`src/core/trcl_defs.svh`:
```
// timing counts, digit layout and reset values for the trinary remote code link
// Function
// - encoder sends nine trinary digits serially
// - low send request starts a sequence
// - held request repeats; pulse gives two words
// - three idle data periods between words
// - digit is two short/long pulses by state
// - classify input by weak pull high, low
// - idle after second word stops the oscillator
// - start oscillator, probe inputs in turn, send
// - first five digits are the address
// - first matching word stores payload only
// - second matching equal payload loads outputs
// - flag high until mismatch or long silence
// - open payload digit decodes as one
// - address-only mode: nine digits, two matches
// - local code accepts three-state digits
// - narrow/wide threshold 1.72 encoder clocks
// - four silent data periods end transmission
// - two silent data periods restart word
`ifndef TRCL_DEFS_SVH
`define TRCL_DEFS_SVH

`define TRCL_CLK_PERIOD_NS 50
`define TRCL_ENC_PERIOD_NS 10000
`define TRCL_ENC_CYC (`TRCL_ENC_PERIOD_NS / `TRCL_CLK_PERIOD_NS)
`define TRCL_NUM_DIGITS 9
`define TRCL_ADDR_DIGITS 5
`define TRCL_PAY_BITS 4
`define TRCL_SHORT_HI 1
`define TRCL_LONG_HI 3
`define TRCL_DIGIT_TICKS 8
`define TRCL_GAP_PERIODS 3
`define TRCL_GAP_TICKS (`TRCL_GAP_PERIODS * `TRCL_DIGIT_TICKS)
`define TRCL_NARROW_X100 172
`define TRCL_NARROW_CYC ((`TRCL_NARROW_X100 * `TRCL_ENC_CYC + 99) / 100)
`define TRCL_EOT_X10 335
`define TRCL_EOT_CYC ((`TRCL_EOT_X10 * `TRCL_ENC_CYC) / 10)
`define TRCL_WGAP_X10 4
`define TRCL_CNT_W 16
`define TRCL_FIFO_DEPTH 8
`define TRCL_PAY_RST 4'h0

`endif

```
`src/core/trcl_pkg.sv`:
```
// types shared by the trinary remote code link
package trcl_pkg;
	typedef enum logic [1:0] {
		DIG_LOW = 2'b00,
		DIG_HIGH = 2'b01,
		DIG_OPEN = 2'b10,
		DIG_BAD = 2'b11
	} trcl_digit_type;

	typedef enum logic [1:0] {
		ENC_IDLE = 2'b00,
		ENC_PROBE = 2'b01,
		ENC_SEND = 2'b10,
		ENC_GAP = 2'b11
	} trcl_enc_state_type;
endpackage

```
`src/core/trcl_fifo.sv`:
```
// shift-register fifo for received payload words; head always sits in entry 0
`timescale 1ns/1ns
module trcl_fifo #(
	parameter int WIDTH = 4,
	parameter int DEPTH = 8
) (
	// clock and reset
	input wire logic clk,
	input wire logic rst_n,
	// fill side
	input wire logic in_valid,
	input wire logic [WIDTH-1:0] in_data,
	output logic in_ready,
	// drain side
	output logic out_valid,
	output logic [WIDTH-1:0] out_data,
	input wire logic out_ready
);
	localparam int CW = $clog2(DEPTH + 1);
	logic [WIDTH-1:0] mem_r [DEPTH];
	logic [WIDTH-1:0] mem_nxt [DEPTH];
	logic [CW-1:0] cnt_r, cnt_nxt, wr_pos;
	logic in_ready_r, out_valid_r, push, pop;

	always_comb begin
		push = in_valid && in_ready_r;
		pop = out_valid_r && out_ready;
		cnt_nxt = cnt_r + CW'(push) - CW'(pop);
		wr_pos = cnt_r - CW'(pop);
	end

	for (genvar i = 0; i < DEPTH; i++) begin : g_entry
		always_comb begin
			mem_nxt[i] = mem_r[i];
			if (pop && i < DEPTH - 1) begin
				mem_nxt[i] = mem_r[i + 1];
			end
			if (push && wr_pos == CW'(i)) begin
				mem_nxt[i] = in_data;
			end
		end
		always_ff @(posedge clk or negedge rst_n) begin
			if (!rst_n) begin
				mem_r[i] <= '0;
			end else begin
				mem_r[i] <= mem_nxt[i];
			end
		end
	end

	// flags are registered from the next count so both sides see honest state
	always_ff @(posedge clk or negedge rst_n) begin
		if (!rst_n) begin
			cnt_r <= '0;
			in_ready_r <= 1'b1;
			out_valid_r <= 1'b0;
		end else begin
			cnt_r <= cnt_nxt;
			in_ready_r <= cnt_nxt != CW'(DEPTH);
			out_valid_r <= cnt_nxt != '0;
		end
	end

	assign in_ready = in_ready_r;
	assign out_valid = out_valid_r;
	assign out_data = mem_r[0];
endmodule // trcl_fifo

```
`src/core/trcl_link.sv`:
```
// trinary remote code link: encoder, decoder and received-word fifo
`timescale 1ns/1ns
`include "trcl_defs.svh"
module trcl_link #(
	parameter int EOT_CYC = `TRCL_EOT_CYC
) (
	// clock and reset
	input wire logic clk,
	input wire logic rst_b,
	// encoder request and code pins
	input wire logic send_request_n,
	input wire logic [8:0] code_pin_in,
	output logic [8:0] code_pull_out,
	output logic [8:0] code_pull_oe,
	// encoder serial line and oscillator status
	output logic ser_out,
	output logic enc_active,
	// decoder serial line and local code
	input wire logic ser_in,
	input wire trcl_pkg::trcl_digit_type [8:0] local_code_inputs,
	input wire logic addr_only_mode,
	// decoder results
	output logic valid_word_flag,
	output logic [3:0] payload_outputs,
	output logic word_overflow,
	// received word stream
	output logic word_out_valid,
	output logic [3:0] word_out_data,
	input wire logic word_out_ready,
	output logic word_fifo_ready
);
	import trcl_pkg::*;

	localparam int CNW = `TRCL_CNT_W;
	localparam int WGAP_CYC = (EOT_CYC * `TRCL_WGAP_X10) / 10;

	logic rst_s1_r, rst_n;

	// reset enters asynchronously but is released through two flops
	always_ff @(posedge clk or negedge rst_b) begin
		if (!rst_b) begin
			rst_s1_r <= 1'b0;
			rst_n <= 1'b0;
		end else begin
			rst_s1_r <= 1'b1;
			rst_n <= rst_s1_r;
		end
	end

	// ---------------- encoder ----------------
	trcl_enc_state_type enc_st_r, enc_st_nxt;
	logic [CNW-1:0] div_r, div_nxt;
	logic [3:0] eidx_r, eidx_nxt;
	logic [2:0] tcnt_r, tcnt_nxt;
	logic [4:0] gcnt_r, gcnt_nxt;
	logic phase_r, phase_nxt, word_r, word_nxt, hi_read_r, hi_read_nxt;
	logic ser_out_r, ser_out_nxt, enc_active_r, enc_active_nxt;
	trcl_digit_type digits_r [9];
	trcl_digit_type digits_nxt [9];
	trcl_digit_type cur_dig;
	logic [8:0] pull_oe_r, pull_oe_nxt, pull_out_r, pull_out_nxt;
	logic tick, long_pulse;
	logic [1:0] hi_len;

	always_comb begin
		enc_st_nxt = enc_st_r;
		eidx_nxt = eidx_r;
		tcnt_nxt = tcnt_r;
		gcnt_nxt = gcnt_r;
		phase_nxt = phase_r;
		word_nxt = word_r;
		hi_read_nxt = hi_read_r;
		digits_nxt = digits_r;
		ser_out_nxt = 1'b0;
		// divider only runs outside idle, standing in for the stopped oscillator
		tick = (enc_st_r != ENC_IDLE) && (div_r == CNW'(`TRCL_ENC_CYC - 1));
		div_nxt = (enc_st_r == ENC_IDLE || tick) ? '0 : div_r + 1'b1;
		cur_dig = digits_r[eidx_r];
		long_pulse = (cur_dig == DIG_HIGH) || (cur_dig == DIG_OPEN && !tcnt_r[2]);
		hi_len = long_pulse ? 2'(`TRCL_LONG_HI) : 2'(`TRCL_SHORT_HI);
		case (enc_st_r)
			ENC_IDLE: begin
				if (!send_request_n) begin
					enc_st_nxt = ENC_PROBE;
					eidx_nxt = '0;
					phase_nxt = 1'b0;
					word_nxt = 1'b0;
				end
			end
			ENC_PROBE: begin
				if (!phase_r) begin
					hi_read_nxt = code_pin_in[eidx_r];
					phase_nxt = 1'b1;
				end else begin
					// pulled high and low both followed: the pin floats
					if (hi_read_r && !code_pin_in[eidx_r]) begin
						digits_nxt[eidx_r] = DIG_OPEN;
					end else if (hi_read_r) begin
						digits_nxt[eidx_r] = DIG_HIGH;
					end else begin
						digits_nxt[eidx_r] = DIG_LOW;
					end
					phase_nxt = 1'b0;
					if (eidx_r == 4'(`TRCL_NUM_DIGITS - 1)) begin
						enc_st_nxt = ENC_SEND;
						eidx_nxt = '0;
						tcnt_nxt = '0;
						div_nxt = '0;
					end else begin
						eidx_nxt = eidx_r + 1'b1;
					end
				end
			end
			ENC_SEND: begin
				ser_out_nxt = tcnt_r[1:0] < hi_len;
				if (tick) begin
					tcnt_nxt = tcnt_r + 1'b1;
					if (tcnt_r == 3'(`TRCL_DIGIT_TICKS - 1)) begin
						if (eidx_r == 4'(`TRCL_NUM_DIGITS - 1)) begin
							enc_st_nxt = ENC_GAP;
							gcnt_nxt = '0;
						end else begin
							eidx_nxt = eidx_r + 1'b1;
						end
					end
				end
			end
			ENC_GAP: begin
				if (tick) begin
					gcnt_nxt = gcnt_r + 1'b1;
					if (gcnt_r == 5'(`TRCL_GAP_TICKS - 1)) begin
						eidx_nxt = '0;
						tcnt_nxt = '0;
						if (!word_r) begin
							// second word repeats the probed digits
							enc_st_nxt = ENC_SEND;
							word_nxt = 1'b1;
						end else if (!send_request_n) begin
							enc_st_nxt = ENC_PROBE;
							word_nxt = 1'b0;
							phase_nxt = 1'b0;
						end else begin
							enc_st_nxt = ENC_IDLE;
						end
					end
				end
			end
			default: enc_st_nxt = ENC_IDLE;
		endcase
		enc_active_nxt = enc_st_nxt != ENC_IDLE;
	end

	for (genvar i = 0; i < `TRCL_NUM_DIGITS; i++) begin : g_pull
		always_comb begin
			pull_oe_nxt[i] = (enc_st_nxt == ENC_PROBE) && (eidx_nxt == 4'(i));
			pull_out_nxt[i] = pull_oe_nxt[i] && !phase_nxt;
		end
	end

	always_ff @(posedge clk or negedge rst_n) begin
		if (!rst_n) begin
			enc_st_r <= ENC_IDLE;
			div_r <= '0;
			eidx_r <= '0;
			tcnt_r <= '0;
			gcnt_r <= '0;
			phase_r <= 1'b0;
			word_r <= 1'b0;
			hi_read_r <= 1'b0;
			ser_out_r <= 1'b0;
			enc_active_r <= 1'b0;
			digits_r <= '{default: DIG_LOW};
			pull_oe_r <= '0;
			pull_out_r <= '0;
		end else begin
			enc_st_r <= enc_st_nxt;
			div_r <= div_nxt;
			eidx_r <= eidx_nxt;
			tcnt_r <= tcnt_nxt;
			gcnt_r <= gcnt_nxt;
			phase_r <= phase_nxt;
			word_r <= word_nxt;
			hi_read_r <= hi_read_nxt;
			ser_out_r <= ser_out_nxt;
			enc_active_r <= enc_active_nxt;
			digits_r <= digits_nxt;
			pull_oe_r <= pull_oe_nxt;
			pull_out_r <= pull_out_nxt;
		end
	end

	// ---------------- decoder ----------------
	logic din_d_r, half_r, first_wide_r, word_ok_r, have_first_r, valid_r, push_r, ovf_r;
	logic din_d_nxt, half_nxt, first_wide_nxt, word_ok_nxt, have_first_nxt, valid_nxt, push_nxt, ovf_nxt;
	logic [CNW-1:0] hi_cnt_r, hi_cnt_nxt, lo_cnt_r, lo_cnt_nxt;
	logic [3:0] didx_r, didx_nxt, acc_r, acc_nxt, stored_r, stored_nxt, pay_r, pay_nxt;
	logic [3:0] push_data_r, push_data_nxt;
	logic fall, wide, is_addr, dig_ok, ok_w, fifo_in_ready;
	trcl_digit_type rx_dig;
	logic [1:0] pidx;

	always_comb begin
		din_d_nxt = ser_in;
		half_nxt = half_r;
		first_wide_nxt = first_wide_r;
		word_ok_nxt = word_ok_r;
		have_first_nxt = have_first_r;
		valid_nxt = valid_r;
		didx_nxt = didx_r;
		acc_nxt = acc_r;
		stored_nxt = stored_r;
		pay_nxt = pay_r;
		push_nxt = 1'b0;
		push_data_nxt = push_data_r;
		ovf_nxt = ovf_r || (push_r && !fifo_in_ready);
		ok_w = 1'b0;
		pidx = 2'(didx_r - 4'(`TRCL_ADDR_DIGITS));
		fall = din_d_r && !ser_in;
		hi_cnt_nxt = ser_in ? ((&hi_cnt_r) ? hi_cnt_r : hi_cnt_r + 1'b1) : '0;
		lo_cnt_nxt = ser_in ? '0 : ((&lo_cnt_r) ? lo_cnt_r : lo_cnt_r + 1'b1);
		wide = hi_cnt_r >= CNW'(`TRCL_NARROW_CYC);
		case ({first_wide_r, wide})
			2'b00: rx_dig = DIG_LOW;
			2'b11: rx_dig = DIG_HIGH;
			2'b10: rx_dig = DIG_OPEN;
			default: rx_dig = DIG_BAD;
		endcase
		is_addr = addr_only_mode || didx_r < 4'(`TRCL_ADDR_DIGITS);
		// address digits compare in all three states
		dig_ok = (rx_dig != DIG_BAD) && (!is_addr || rx_dig == local_code_inputs[didx_r]);
		if (fall && didx_r < 4'(`TRCL_NUM_DIGITS)) begin
			if (!half_r) begin
				half_nxt = 1'b1;
				first_wide_nxt = wide;
			end else begin
				half_nxt = 1'b0;
				ok_w = word_ok_r && dig_ok;
				word_ok_nxt = ok_w;
				if (!is_addr) begin
					acc_nxt[pidx] = rx_dig != DIG_LOW;
				end
				didx_nxt = didx_r + 1'b1;
				if (didx_r == 4'(`TRCL_NUM_DIGITS - 1)) begin
					if (addr_only_mode) begin
						acc_nxt = '0;
					end
					if (!ok_w) begin
						valid_nxt = 1'b0;
						have_first_nxt = 1'b0;
					end else begin
						stored_nxt = acc_nxt;
						have_first_nxt = 1'b1;
						if (have_first_r && acc_nxt == stored_r) begin
							valid_nxt = 1'b1;
							pay_nxt = addr_only_mode ? pay_r : acc_nxt;
							push_nxt = 1'b1;
							push_data_nxt = acc_nxt;
						end else if (have_first_r) begin
							valid_nxt = 1'b0;
						end
					end
				end
			end
		end
		// dead time between words restarts collection
		if (!ser_in && lo_cnt_r == CNW'(WGAP_CYC - 1)) begin
			didx_nxt = '0;
			half_nxt = 1'b0;
			word_ok_nxt = 1'b1;
			acc_nxt = '0;
		end
		if (!ser_in && lo_cnt_r == CNW'(EOT_CYC - 1)) begin
			valid_nxt = 1'b0;
			have_first_nxt = 1'b0;
		end
	end

	always_ff @(posedge clk or negedge rst_n) begin
		if (!rst_n) begin
			din_d_r <= 1'b0;
			half_r <= 1'b0;
			first_wide_r <= 1'b0;
			word_ok_r <= 1'b1;
			have_first_r <= 1'b0;
			valid_r <= 1'b0;
			push_r <= 1'b0;
			ovf_r <= 1'b0;
			hi_cnt_r <= '0;
			lo_cnt_r <= '0;
			didx_r <= '0;
			acc_r <= '0;
			stored_r <= '0;
			pay_r <= `TRCL_PAY_RST;
			push_data_r <= '0;
		end else begin
			din_d_r <= din_d_nxt;
			half_r <= half_nxt;
			first_wide_r <= first_wide_nxt;
			word_ok_r <= word_ok_nxt;
			have_first_r <= have_first_nxt;
			valid_r <= valid_nxt;
			push_r <= push_nxt;
			ovf_r <= ovf_nxt;
			hi_cnt_r <= hi_cnt_nxt;
			lo_cnt_r <= lo_cnt_nxt;
			didx_r <= didx_nxt;
			acc_r <= acc_nxt;
			stored_r <= stored_nxt;
			pay_r <= pay_nxt;
			push_data_r <= push_data_nxt;
		end
	end

	// a word that finds the fifo full is dropped and flagged, since the wire cannot wait
	trcl_fifo #(
		.WIDTH(`TRCL_PAY_BITS),
		.DEPTH(`TRCL_FIFO_DEPTH)
	) u_fifo (
		.clk(clk),
		.rst_n(rst_n),
		.in_valid(push_r),
		.in_data(push_data_r),
		.in_ready(fifo_in_ready),
		.out_valid(word_out_valid),
		.out_data(word_out_data),
		.out_ready(word_out_ready)
	);

	assign code_pull_out = pull_out_r;
	assign code_pull_oe = pull_oe_r;
	assign ser_out = ser_out_r;
	assign enc_active = enc_active_r;
	assign valid_word_flag = valid_r;
	assign payload_outputs = pay_r;
	assign word_overflow = ovf_r;
	assign word_fifo_ready = fifo_in_ready;
endmodule // trcl_link

```
`config.mk`:
```
export PLATFORM = sky130hd
export DESIGN_NAME = trcl_link
export DESIGN_NICKNAME = d
export VERILOG_FILES = /design/src/core/trcl_pkg.sv /design/src/core/trcl_fifo.sv /design/src/core/trcl_link.sv
export VERILOG_INCLUDE_DIRS = /design/src /design/src/core
export SDC_FILE = /design/constraint.sdc
export NUM_CORES = 1
export LEC_CHECK = 0
export ABC_CLOCK_PERIOD_IN_PS = 8050
export BUFFER_PORTS_ARGS = -buffer_cell sky130_fd_sc_hd__buf_2
export CORE_ASPECT_RATIO = 0.7
export CORE_MARGIN = 3
export CORE_UTILIZATION = 55
export DETAILED_ROUTE_END_ITERATION = 6
export MAX_ROUTING_LAYER = met4
export PLACE_DENSITY = 0.74
export SLEW_MARGIN = 20
export SYNTH_ARGS = -nofsm -noshare
export SYNTH_HDL_FRONTEND = slang
export SYNTH_SLANG_ARGS = --single-unit
```
`constraint.sdc`:
```
create_clock -name clk -period 8.05 [get_ports clk]
set_input_delay 1.61 -clock clk [delete_from_list [all_inputs] [get_ports clk]]
set_output_delay 1.61 -clock clk [all_outputs]
set_load 0.005 [all_outputs]
```
==> flow_summary.yaml <==
run_status:
  outcome: "finished clean"
die:
  io_pins: 65
  num_rows: 38
  start_util: 0.567
  die_area_um2: 17800
  die_w_um: 158
  coreArea_um2: 15700
  fp.dieH_um: 112
placement:
  hpwlAfterDp_um: 12700
  place_inst: 1122
  place_area_um2: 9310
  port_buffers: 64
  gp_congestion: 0.881
global_route:
  grt_first_pass_wirelength_um: 31400
  antenna_found_initial: 0
  grt_start_max_net_pins: 64
  grt_pass1_vias: 6454
  grt_use_total: 0.225
  gr-total-overflow: 0
worst_hold_path:
  min_from: "rst_s1_r"
  hold_depth: 0
  hp-class: "flip-flop to flip-flop"
  whs_endpoint: "rst_n"
worst_setup_path:
  cp_num_buf_inv: 2
  crit_fanout: 16
  rr_startpoint: "eidx_r[0]"
  worstPathRequired_ns: 8.33
  critPathKind: "flip-flop to flip-flop"
  crit_chain: "inv_1, ha_1, and2_1, inv_1, and3_1, a21oi_1, a21oi_1, or3b_1, nor3_1"
  crit_family: "simple AND/OR/NAND/NOR gates"
  cp_slowest_cell: "dfrtp_1"
  rrSetupSlack_ns: 4.27
  reg2regPathDepth: 9
  worstPathArrival_ns: 4.06
  slowest_delay_ns: 0.74
  crit-reg2reg-capture: "code_pull_out[7]"
  cp-start-kind: "flip-flop"
  crit_path_end_kind: "flip-flop"
power:
  vdd_drop_max_mv: 0.150
  design_power_total_mw: 2.59
  power.switching_uw: 839
  pwr-share-clk: 0.333
  p_comb_frac: 0.245
  power.internal_mw: 1.75
  seqPwrFrac: 0.422
  power.leakage_nw: 4.60
  power_density_nw_per_um2: 260
  swShare: 0.324
timing:
  finalSetupViolCount: 0
  hold_ws_ns: 0.354
  relSlewSlack: 0.413
  slew_violations: 0
  clock.fmax_mhz: 265
  min_period_ns: 3.78
  worst_slew_pin_slew_ns: 0.881
  finalSetupTns_ns: 0
  rsz0062_at_grt: "no"
  finalHoldViolations: 0
  clock_skew_ns: 0.00691
  period_share: 0.470
finish:
  final_common_cell: "dfrtp_1"
  layoutNonFillerInstCount: 1154
  mostFrequentLayoutCells: "dfrtp_1 (168), nor2_1 (86), nand2_1 (78)"
  drive_above_1_share: 0.161
  fin_nets: 1003
  syn2layout_area_growth_pct: 11.7
  num_antenna_cells: 0
  final_area_um2: 9940
yosys:
  synthArstFlopShare: 1.00
  syn_area_per_cell_um2: 10.0
  synth_cell_type_count: 75
  synthCells: 890
  synth_top_cell_by_area: "dfrtp_1"
  synth_area_um2: 8900
  synth_seq_area_share: 0.481
  synth_edf_count: 0
  synthFlopType: "dfrtp_1"
  synth_top_area_share: 0.475
  synthesis.nets: 952
  ys_seq_elements: 171
  yosysWarnings: 0
  synth.area.top_cells: "dfrtp_1 (48%), mux2i_1 (4.8%), ha_1 (3.9%)"
clock_tree:
  cts-root-buf: "clkbuf_16"
  tritoncts: "done"
  clk-insertion-delay-late_ns: 0.42
  ctsResizeCount: 0
  postCtsSetupBuffers: 0
  htree_levels: 4
  clk_pin_slew_ns: 0.06
  numCtsBuffers: 17
  ctsHoldBuffers: 0
  clock-sinks: 171
  cts_max_path_buffers: 2
detailed_routing:
  routed_via_density: 5.79
  avgRoutedWirePerCell_um: 15.8
  postRouteAntennaNets: 0
  vias: 6679
  drt_wl_total_um: 18300
  first_iter_violations: 570
  drtPass1Iterations: 5
  drc_errors: 0
flow_run:
  max-cap-violations: 0
==> Yosys cell counts, types with 5 or more instances <==
cell type / number
dfrtp_1: 169
nor2_1: 86
nand2_1: 78
o21ai_0: 60
a21oi_1: 50
mux2i_1: 43
inv_1: 37
mux2_2: 31
nand3_1: 31
ha_1: 28
nor3_1: 28
xnor2_1: 23
clkbuf_1: 22
xor2_1: 20
nand4_1: 17
and2_1: 14
and3_1: 11
nor4_1: 10
a21boi_0: 9
or3_1: 9
nand2b_1: 8
nor2b_1: 8
a31oi_1: 7
and4_1: 5
buf_4: 5
==> area by class of cell <==
cell class	count	area (um^2)
Clock buffer	17	425
Clock inverter	15	198
Fill cell	1255	5750
Inverter	39	146
Multi-Input combinational cell	643	4270
Sequential cell	171	4290
Tap cell	200	250
Timing Repair Buffer	69	358
==> registers in the layout, indices dropped and copies added, names as in the netlist, 2 cells and up, named ones only <==
register         cells
stored_r             4
code_pull_oe         9
didx_r               4
code_pull_out        9
div_r               16
acc_r                4
enc_st_r             2
digits_r             9
push_data_r          4
hi_cnt_r            16
tcnt_r               3
gcnt_r               5
eidx_r               4
u_fifo.cnt_r         4
payload_outputs      4
u_fifo.out_data      4
u_fifo.mem_r        28
lo_cnt_r            16
==> how the worst max path moves through the flow <==
| stage | slack (ns) | depth (start not counted) | startpoint | endpoint |
|---|---|---|---|---|
| finish | 4.27 | 9 | eidx_r[0] | code_pull_out[7] |
| global route | 3.97 | 9 | eidx_r[0] | code_pull_out[7] |
| CTS | 4.32 | 9 | eidx_r[0] | code_pull_out[7] |
| detailed placement | 4.03 | 8 | local_code_inputs[3] | push_data_r[0] |
| global placement | 4.11 | 8 | local_code_inputs[3] | push_data_r[2] |
| floorplan | 2.94 | 0 | rst_n | asynchronous set/reset pin |
==> cell families after synthesis <==
kind of cell	count (synthesis)	synth area share
flip-flops	171	0.481
adder cells (fa/ha/maj)	29	0.0416
multiplexers	79	0.101
AO/OA/AOI/OAI	166	0.113
other	1	0.000421
buffers and inverters	76	0.0384
XOR/XNOR	43	0.0423
AND/OR/NAND/NOR	325	0.183
==> stage by stage <==
step / utilization / setup slack, ns
finish: 0.633 / 4.27
global route: 0.633 / 3.97
detailed placement: 0.594 / 4.03
floorplan: - / 2.94
CTS: 0.633 / 4.32
global placement: 0.594 / 4.11
==> power by group through the flow <==
stage | combinational [mW] | sequential, mW | clock (mW)
CTS | 0.633 | 1.09 | 0.880
global route | 0.711 | 1.11 | 0.919
floorplan | 0.510 | 1.05 | 0
finish | 0.633 | 1.09 | 0.862
detailed placement | 0.617 | 1.10 | 0
global placement | 0.601 | 1.10 | 0
==> worst register-to-register path: stages (launching register included) <==
cell	delay, ns
dfrtp_1	0.74
inv_1	0.28
ha_1	0.35
and2_1	0.20
inv_1	0.14
and3_1	0.21
a21oi_1	0.08
a21oi_1	0.72
or3b_1	0.57
nor3_1	0.37
==> routing by layer <==
layer	up-vias	global-route usage	share of wire
met3	18	0.0397	0.045
met4	0	0.0791	0.019
met5	-	-	0
met2	144	0.312	0.44
li1	3252	-	-
met1	3265	0.334	0.50
Power figures use the tool's default switching activity.
